===== src/match_regs.vh =====
// Register map, field positions, reset values and timing constants
// for the port pattern-match interrupt unit.
// Assumes inclusion by its bare name from design files under src/.
`ifndef MATCH_REGS_VH
`define MATCH_REGS_VH

// ==========================================================
// Register offsets (register index on the plain port)
`define ADDR_W            3
`define OFF_MASK          3'h0
`define OFF_PATTERN       3'h1
`define OFF_CONTROL       3'h2
`define OFF_IRQ_STATUS    3'h3
`define OFF_IRQ_MASK      3'h4
`define OFF_PORT_VALUE    3'h5

// ==========================================================
// Control register fields
`define CTL_FLAG_BIT      0
`define CTL_POL_BIT       1
`define CTL_ENABLE_BIT    2
`define CTL_IE_BIT        3

// ==========================================================
// Interrupt status bits
`define IRQ_MATCH_BIT     0
`define IRQ_LOST_BIT      1
`define IRQ_W             2

// ==========================================================
// Reset values
`define RST_MASK          8'h00
`define RST_PATTERN       8'hff
`define RST_CONTROL       4'h0
`define RST_IRQ           2'h0
`define ZERO_BYTE         8'h00

// ==========================================================
// Timing: condition must hold longer than six core clocks
`define HOLD_CLOCKS       6
`define HOLD_W            3
`define HOLD_ZERO         3'h0
`define HOLD_ONE          3'h1

`endif


===== src/match_hold.v =====
// Persistence filter: qualifies the raw compare result.
// Assumes a raw condition synchronous to clk.
`timescale 1ns/1ps
`include "match_regs.vh"

module match_hold (
  input  wire clk,
  input  wire rstn,
  input  wire cond,
  output reg  held
);

  reg [`HOLD_W-1:0] cnt_q;

  // ==========================================================
  // Counter
  // count hold time
  always @(posedge clk) begin
    if (!rstn) begin
      cnt_q <= `HOLD_ZERO;
      held  <= 1'b0;
    end else if (!cond) begin
      cnt_q <= `HOLD_ZERO;
      held  <= 1'b0;
    end else begin
      if (cnt_q != `HOLD_CLOCKS)
        cnt_q <= cnt_q + `HOLD_ONE;
      // Fires on the seventh consecutive clock of the condition
      held <= (cnt_q == `HOLD_CLOCKS);
    end
  end

endmodule // match_hold


===== src/port_pattern_match_interrupt.v =====
// Port pattern-match interrupt unit: masked compare of an 8-bit port
// against a pattern, sticky flag, interrupt and wake request.
// Assumes port pins and the register port are synchronous to clk.
//
// Local design decisions: strobed register access and the register addresses.
`timescale 1ns/1ps
`include "match_regs.vh"

module port_pattern_match_interrupt (
  input  wire                clk,
  input  wire                rstn,
  input  wire [7:0]          port_in,
  input  wire [`ADDR_W-1:0]  addr,
  input  wire [7:0]          wdata,
  input  wire                wr,
  input  wire                rd,
  output reg  [7:0]          rdata,
  output reg                 irq,
  output reg                 wake
);

  reg  [7:0]         match_mask_reg_q;
  reg  [7:0]         match_pattern_reg_q;
  reg                match_flag_q;
  reg                compare_polarity_select_q;
  reg                enable_q;
  reg                int_enable_q;
  reg  [`IRQ_W-1:0]  irq_status_q;
  reg  [`IRQ_W-1:0]  irq_mask_q;
  reg  [7:0]         rdata_d;
  reg                flag_d;
  reg  [`IRQ_W-1:0]  status_d;
  wire [7:0]         diff_bits;
  wire               equal;
  wire               cond;
  wire               held;
  wire               set_flag;
  wire               wr_ctl;
  wire [`IRQ_W-1:0]  ev;
  genvar             i;

  // ==========================================================
  // Compare
  // masked bitwise compare
  // Unselected pins force their difference bit to zero
  generate
    for (i = 0; i < 8; i = i + 1) begin : g_bit
      assign diff_bits[i] = (port_in[i] ^ match_pattern_reg_q[i])
                          & match_mask_reg_q[i];
    end
  endgenerate
  assign equal     = (diff_bits == `ZERO_BYTE);
  assign cond = enable_q & (compare_polarity_select_q ? ~equal : equal);

  match_hold u_hold (
    .clk  (clk),
    .rstn (rstn),
    .cond (cond),
    .held (held)
  );

  assign set_flag = held & enable_q;
  assign wr_ctl   = wr & (addr == `OFF_CONTROL);

  // ==========================================================
  // Match flag: set wins over a clearing write
  // sticky flag
  always @* begin
    flag_d = match_flag_q;
    if (wr_ctl & ~wdata[`CTL_FLAG_BIT])
      flag_d = 1'b0;
    if (set_flag)
      flag_d = 1'b1;
  end

  // ==========================================================
  // Interrupt status: match event only; the lost bit is tied to zero
  assign ev[`IRQ_MATCH_BIT] = set_flag & ~match_flag_q;
  assign ev[`IRQ_LOST_BIT]  = 1'b0;

  always @* begin
    status_d = irq_status_q;
    if (wr & (addr == `OFF_IRQ_STATUS))
      status_d = status_d & ~wdata[`IRQ_W-1:0];
    status_d = status_d | ev;
  end

  // ==========================================================
  // Register writes
  always @(posedge clk) begin
    if (!rstn) begin
      match_mask_reg_q          <= `RST_MASK;
      match_pattern_reg_q       <= `RST_PATTERN;
      compare_polarity_select_q <= 1'b0;
      enable_q                  <= 1'b0;
      int_enable_q              <= 1'b0;
      match_flag_q              <= 1'b0;
      irq_status_q              <= `RST_IRQ;
      irq_mask_q                <= `RST_IRQ;
    end else begin
      match_flag_q <= flag_d;
      irq_status_q <= status_d;
      if (wr) begin
        case (addr)
          `OFF_MASK:    match_mask_reg_q    <= wdata;
          `OFF_PATTERN: match_pattern_reg_q <= wdata;
          `OFF_CONTROL: begin
            compare_polarity_select_q <= wdata[`CTL_POL_BIT];
            enable_q                  <= wdata[`CTL_ENABLE_BIT];
            int_enable_q              <= wdata[`CTL_IE_BIT];
          end
          `OFF_IRQ_MASK: irq_mask_q <= wdata[`IRQ_W-1:0];
          default: ;
        endcase
      end
    end
  end

  // ==========================================================
  // Read path: data valid the cycle after the strobe
  always @* begin
    rdata_d = `ZERO_BYTE;
    case (addr)
      `OFF_MASK:       rdata_d = match_mask_reg_q;
      `OFF_PATTERN:    rdata_d = match_pattern_reg_q;
      `OFF_CONTROL: begin
        rdata_d[`CTL_FLAG_BIT]   = match_flag_q;
        rdata_d[`CTL_POL_BIT]    = compare_polarity_select_q;
        rdata_d[`CTL_ENABLE_BIT] = enable_q;
        rdata_d[`CTL_IE_BIT]     = int_enable_q;
      end
      `OFF_IRQ_STATUS: rdata_d[`IRQ_W-1:0] = irq_status_q;
      `OFF_IRQ_MASK:   rdata_d[`IRQ_W-1:0] = irq_mask_q;
      `OFF_PORT_VALUE: rdata_d = port_in;
      default:         rdata_d = `ZERO_BYTE;
    endcase
  end

  // ==========================================================
  // Outputs from flip-flops
  always @(posedge clk) begin
    if (!rstn) begin
      rdata <= `ZERO_BYTE;
      irq   <= 1'b0;
      wake  <= 1'b0;
    end else begin
      rdata <= rd ? rdata_d : `ZERO_BYTE;
      // flag term gated by interrupt enable; mask gates the status bits
      irq   <= (match_flag_q & int_enable_q)
             | (|(irq_status_q & irq_mask_q));
      // wake tracks the enabled flag, no clock gating here
      wake  <= match_flag_q & int_enable_q;
    end
  end

endmodule // port_pattern_match_interrupt


===== config.mk =====
export PLATFORM = sky130hd
export DESIGN_NAME = port_pattern_match_interrupt
export DESIGN_NICKNAME = d
export VERILOG_FILES = /design/src/match_hold.v /design/src/port_pattern_match_interrupt.v
export VERILOG_INCLUDE_DIRS = /design/src /design/src/src
export SDC_FILE = /design/constraint.sdc
export NUM_CORES = 1
export LEC_CHECK = 0
export ABC_AREA = 1
export BUFFER_PORTS_ARGS = -buffer_cell sky130_fd_sc_hd__buf_2
export CAP_MARGIN = 0
export CELL_PAD_IN_SITES_DETAIL_PLACEMENT = 1
export CELL_PAD_IN_SITES_GLOBAL_PLACEMENT = 1
export CORE_ASPECT_RATIO = 0.6
export CORE_MARGIN = 1.5
export CORE_UTILIZATION = 31
export DETAILED_ROUTE_END_ITERATION = 10
export PLACE_DENSITY = 0.68
export SETUP_SLACK_MARGIN = 0.05
export SKIP_LAST_GASP = 1
export SYNTH_ARGS = -nofsm -noshare
export SYNTH_HDL_FRONTEND = slang
export SYNTH_HIERARCHICAL = 1
export SYNTH_SLANG_ARGS = --single-unit
export TNS_END_PERCENT = 30

===== constraint.sdc =====
create_clock -name clk -period 1.85 [get_ports clk]
set_clock_uncertainty 0.2 [all_clocks]
set_input_delay 0 -clock clk [delete_from_list [all_inputs] [get_ports clk]]
set_output_delay 0 -clock clk [all_outputs]
set_load 0.01 [all_outputs]

Word-level counts from Yosys, hierarchy flattened
Index checks and enable logic that the tools add are counted.
{"block": "op_classes", "mux": 7, "n_eq_ne": 7, "bitwise_logic": 31, "reduce_logical": 10, "add_sub_neg": 1}
{"op": "$and A1 B1 Y1", "n": 15}
{"op": "$pmux W2 S6", "n": 1}
{"op": "$pmux W4 S3", "n": 1}
{"op": "$reduce_and A2 Y1", "n": 6}
{"op": "$eq A3 B3 Y1 const B", "n": 3}
{"op": "$logic_not A8 Y1", "n": 1}
{"op": "$pmux W2 S4", "n": 1}
{"op": "$xor A1 B1 Y1", "n": 8}
{"op": "$eq A3 B2 Y1 const B", "n": 2}
{"op": "$and A2 B2 Y2", "n": 2}
{"op": "$add A3 B1 Y3 const B", "n": 1}
{"op": "$eq A3 B1 Y1 const B", "n": 1}
{"op": "$logic_not A3 Y1", "n": 1}
{"op": "$mux W1", "n": 3}
{"op": "$ne A3 B3 Y1 const B", "n": 1}
{"op": "$not A1 Y1", "n": 3}
{"op": "$mux W2", "n": 1}
{"op": "$not A2 Y2", "n": 1}
{"op": "$or A2 B1 Y2", "n": 1}
{"op": "$reduce_bool A2 Y1", "n": 1}
{"op": "$reduce_or A2 Y1", "n": 1}
{"op": "$or A1 B1 Y1", "n": 1}
{"block": "totals", "regBits": 38, "word_cells": 69, "in_bits": 23}

Depth between registers and ports, before layout
{"block": "depth", "word_depth": 7, "depth_mapped": 12, "ltp_nobuf": 12}

Modules after synthesis
Netlist, hierarchy kept.
{"module": "port_pattern_match_interrupt", "instances": 1, "area_each_um2": 1622.8, "seq_area_each_um2": 680.7, "cells_per_inst": 213}
{"module": "match_hold", "instances": 1, "area_each_um2": 186.4, "seq_area_each_um2": 80.1, "cells_per_inst": 26}

Worst setup path after synthesis
No wires, ideal clock.
{"block": "synth_timing", "path_kind": "reg-to-reg", "startpoint": "register match_pattern_reg_q[0]", "endpoint": "register u_hold.cnt_q[1]", "stages_incl_launch_ff": 13, "setup_ns": 0.113, "t_required_ns": 1.537, "t_arrival_ns": 1.043, "path_buffers": 0, "setup_slack_ns": 0.495, "path_cell_list": "dfxtp_1 -> inv_1 -> nand2_1 -> nand3_1 -> nand2_1 -> nor2_1 -> nand3_1 -> nand2_1 -> nor2_1 -> nand2_1 -> inv_1 -> nand2_1 -> nor2_1"}
{"block": "synth_between", "elab_chain_len": 7}
{"element": "from (decl)", "line": "port_pattern_match_interrupt.v:23", "source": "reg [7:0] match_pattern_reg_q;"}
{"element": "from (signal assigned)", "line": "port_pattern_match_interrupt.v:93", "source": "match_pattern_reg_q <= `RST_PATTERN;"}
{"element": "from (signal assigned)", "line": "port_pattern_match_interrupt.v:106", "source": "`OFF_PATTERN: match_pattern_reg_q <= wdata;"}
{"element": "$xor A1 B1 Y1 (*)", "line": "port_pattern_match_interrupt.v:48", "source": "assign diff_bits[i] = (port_in[i] ^ match_pattern_reg_q[i])"}
{"element": "$and A1 B1 Y1 (*)", "line": "port_pattern_match_interrupt.v:49", "source": "& match_mask_reg_q[i];"}
{"element": "$logic_not A8 Y1 (no line) (*)"}
{"element": "$not A1 Y1", "line": "port_pattern_match_interrupt.v:53", "source": "assign cond = enable_q & (compare_polarity_select_q ? ~equal : equal);"}
{"element": "$mux W1 (*)", "line": "port_pattern_match_interrupt.v:53"}
{"element": "$and A1 B1 Y1 (*)", "line": "port_pattern_match_interrupt.v:53"}
{"element": "named net cond", "line": "port_pattern_match_interrupt.v:35", "source": "wire cond;"}
{"element": "$reduce_and A2 Y1 (no line) (*)"}
{"element": "to (signal assigned)", "line": "match_hold.v:20", "source": "cnt_q <= `HOLD_ZERO;"}
{"element": "to (signal assigned)", "line": "match_hold.v:23", "source": "cnt_q <= `HOLD_ZERO;"}
{"element": "to (signal assigned)", "line": "match_hold.v:27", "source": "cnt_q <= cnt_q + `HOLD_ONE;"}
{"element": "to (decl)", "line": "match_hold.v:13", "source": "reg [`HOLD_W-1:0] cnt_q;"}
The timed path passes the listed nets; every way through them passes the cells marked *.
A chain may end at the register's enable or synchronous reset.

Final worst setup path
{"block": "layout_timing", "startpoint": "input port wr", "endpoint": "register match_pattern_reg_q[4]"}
{"block": "layout_between", "elab_chain_len": 1}
{"element": "from (decl)", "line": "port_pattern_match_interrupt.v:15", "source": "input wire wr,"}
{"element": "$reduce_and A2 Y1 (no line)"}
No other way between the ends.

==> flow_metrics.py <==
metrics = {
    "layout": {
        "utilization_pct": 42.9,
        "multi_input_area_um2": 836,
        "final_common_cell": "nand2_1",
        "syn2layout_area_growth_pct": 32.7,
        "layout.cells.most_common_list": "45 x nand2_1, 39 x inv_1, 38 x dfxtp_1",
        "drive_above_1_share_pct": 22.1,
        "fin_nets": 327,
        "post-route-cell-area_um2": 2400,
        "nFillCells": 722,
        "n_antenna_cell": 0,
        "sequential_cell_area_um2": 761,
    },
    "clocking": {
        "cts.sinks": 38,
        "clkLatencyLatePin_ns": 0.29,
        "tritoncts.num_buffers": 5,
        "clockRootBuffer": "clkbuf_8",
        "clk_pin_slew_worst_paths_ns": 0.07,
        "tritoncts": "done",
        "clock_path_buffers": 2,
        "post-cts-setup-buffers": 0,
        "cts.htree.levels": 2,
    },
    "pwr": {
        "power_per_cell_area_nw_per_um2": 692,
        "clock_power_share_pct": 35.7,
        "pwr-share-comb_pct": 13.1,
        "p_int_w": 0.00123,
        "power_w": 0.00166,
        "peakVddDrop_mv": 0.269,
        "p_leak_nw": 1.11,
        "proportion_of_total_power_due_to_net_switching_pct": 25.7,
        "seq_power_share_pct": 51.2,
        "total_switching_power_w": 0.000427,
    },
    "floorplanning": {
        "core_region_area_um2": 5600,
        "chipHeight_um": 62.2,
        "io_pins": 33,
        "placement_rows": 21,
        "die_x_um": 102,
        "start_util_pct": 32.3,
        "floorplan.die_area_um2": 6320,
    },
    "routing": {
        "detailedRoute.firstIterationViolations": 31,
        "vias": 1756,
        "drt_first_pass_iters": 4,
        "drcViolationCount": 0,
        "post_drt_wl_per_cell_um": 13.6,
        "ant_nets": 0,
        "vias_per_cell": 4.58,
        "totalWireLength_mm": 5.20,
    },
    "synth": {
        "syn-num-nets": 264,
        "post-synth-top-area-cell": "dfxtp_1",
        "synthesis.yosys.warnings": 6,
        "netlist-cell-type-count": 27,
        "post_synth.cell_area_avg_um2": 7.57,
        "synth-seq-area-share_pct": 42.0,
        "area_of_the_mapped_netlist_um2": 1810,
        "ys_top_cells_by_area": "dfxtp_1 42%, nand2_1 9.3%, inv_1 8.1%",
        "synth_cells": 239,
        "synth.top_cell.area_share_pct": 42.0,
        "ys_seq_elements": 38,
    },
    "sta": {
        "period_share_pct": 96.2,
        "final_period_minus_worst_setup_slack_ns": 1.78,
        "setup_slack_ns": 0.0712,
        "timing.fmax_ghz": 0.562,
        "worst_slew_margin_rel_pct": 69.7,
        "hold_violations": 0,
        "setup_repair_after_global_routing_missed_its_margin": "true",
        "final-max-slew-violation-count": 0,
        "setup_viol_count_final": 0,
        "finalSetupTns_ns": 0,
        "worst_pin_slew_ns": 0.453,
    },
    "flow_run": {
        "timing.max_cap.violations": 0,
    },
    "min_path": {
        "hold_class": "in -> reg",
    },
    "global_routing": {
        "grt_start_max_net_pins": 17,
        "number_of_antenna_violations_at_the_first_check_in_global_routing": 0,
        "globalRouteMet1Util_pct": 26.2,
        "number_of_global_route_vias_before_repair": 1780,
        "grt.busiest_layer": "met1",
        "wire_length_of_the_first_global_routing_pass_mm": 8.63,
        "groute.layer.met3.usage_pct": 4.28,
        "track_usage_pct": 17.7,
        "grt_overflow_total": 0,
        "global_route.usage.met2_pct": 25.8,
    },
    "placement": {
        "place.port_buffers": 32,
        "detailedPlace.worstSlack_ns": 0.297,
        "dpl-instance-area_um2": 2030,
        "placer_congestion": 0.724,
        "dpl_hpwl_mm": 3.68,
    },
    "setup_path": {
        "worstPathRequired_ns": 1.88,
        "worst-setup-path-type": "in -> reg",
        "worstSetupStartpointType": "input pin",
        "cp.arrival_ns": 1.81,
        "worst_setup_path_end_kind": "flip-flop",
        "crit_fanout": 16,
    },
    "run_status": {
        "status": "complete, no violations",
    },
}
final cells by class:
type	count	area share, %
Tap cell	80	4.17
Clock buffer	7	3.60
Sequential cell	38	31.7
Timing Repair Buffer	60	18.3
Multi-Input combinational cell	153	34.8
Inverter	44	7.19
Clock inverter	1	0.208
Yosys cell counts:
cell      count
dfxtp_1      38
a21oi_2       1
inv_4         3
inv_2         2
a31oi_1       2
buf_12        1
o221ai_1      1
nand2_2       3
nand2_1      45
a21oi_1      17
clkbuf_1      1
nor2_4        1
nor2_1       20
o21ai_2       2
inv_1        39
buf_1         1
ha_1          2
nor2_2        2
o21a_1        1
a311oi_1      1
o21ai_0      14
o211ai_2      8
nand3_1      17
nor3_1        2
buf_8         1
nand2_4       4
o22ai_1      10
power by group through the flow:
stage	Sequential, W	Combinational [W]	Clock (W)
2_1_floorplan	0.000869	0.000101	0
3_3_place_gp	0.000868	0.000173	0
3_5_place_dp	0.000869	0.000175	0
4_1_cts	0.000850	0.000217	0.000609
5_1_grt	0.000852	0.000244	0.000643
6_report	0.000850	0.000218	0.000593
logic make-up after synthesis:
family | after synthesis | share of synthesized area [%]
and+or+nand+nor | 94 | 23.6
AOI/OAI and AO/OA | 57 | 21.1
buffers and inverters | 48 | 11.9
DFF | 38 | 42.0
adders and majority gates | 2 | 1.38
final timing paths:
| check | startpoint | end | slack [ns] | cells past startpoint |
|---|---|---|---|---|
| worst max-delay path | wr | match_pattern_reg_q[4]$_SDFFE_PN1P_ | 0.07 | 7 |
| worst max register to register | match_mask_reg_q[6]$_SDFFE_PN0P_ | rdata[6]$_SDFF_PN0_ | 0.26 | 5 |
| worst min register to register | match_mask_reg_q[2]$_SDFFE_PN0P_ | match_mask_reg_q[2]$_SDFFE_PN0P_ | 0.27 | 2 |
| worst min-delay path | port_in[1] | rdata[1]$_SDFF_PN0_ | 0.006 | 5 |
sequential cells by signal, indices dropped and copies added, names as in the netlist, 2 cells and up:
register and flops:
u_hold/cnt_q 3, rdata 8, match_mask_reg_q 8, irq_mask_q 2
match_pattern_reg_q 8, irq_status_q 2
per-stage QoR:
stage / std cells / hold slack [ns]
after floorplan: 239 / -0.0911
after global placement: 348 / 0.0208
after detailed placement: 348 / 0.0231
after CTS: 383 / 0.00711
after global routing: 383 / 0.0742
final: 383 / 0.00576
routing by layer:
metal | share of wire (%) | up-vias
li1 | - | 898
met1 | 54 | 815
met2 | 41 | 36
met3 | 3.9 | 7
met4 | 1.1 | 0
met5 | 0 | -
worst max-delay path: stages:
cell and delay [ns]:
dlygate4sd3_1 0.52, buf_2 0.23, nand2_4 0.07, inv_4 0.19, nand2_1 0.14, o211ai_2 0.08
dlygate4sd3_1 0.58
repair_timing:
item,CTS,global route
hold buffers,27,0
hold endpoints to repair,31,0
gates resized for setup,0,2
endpoints found under the setup margin,0,5
No activity file was read; power rests on OpenSTA's default activity.
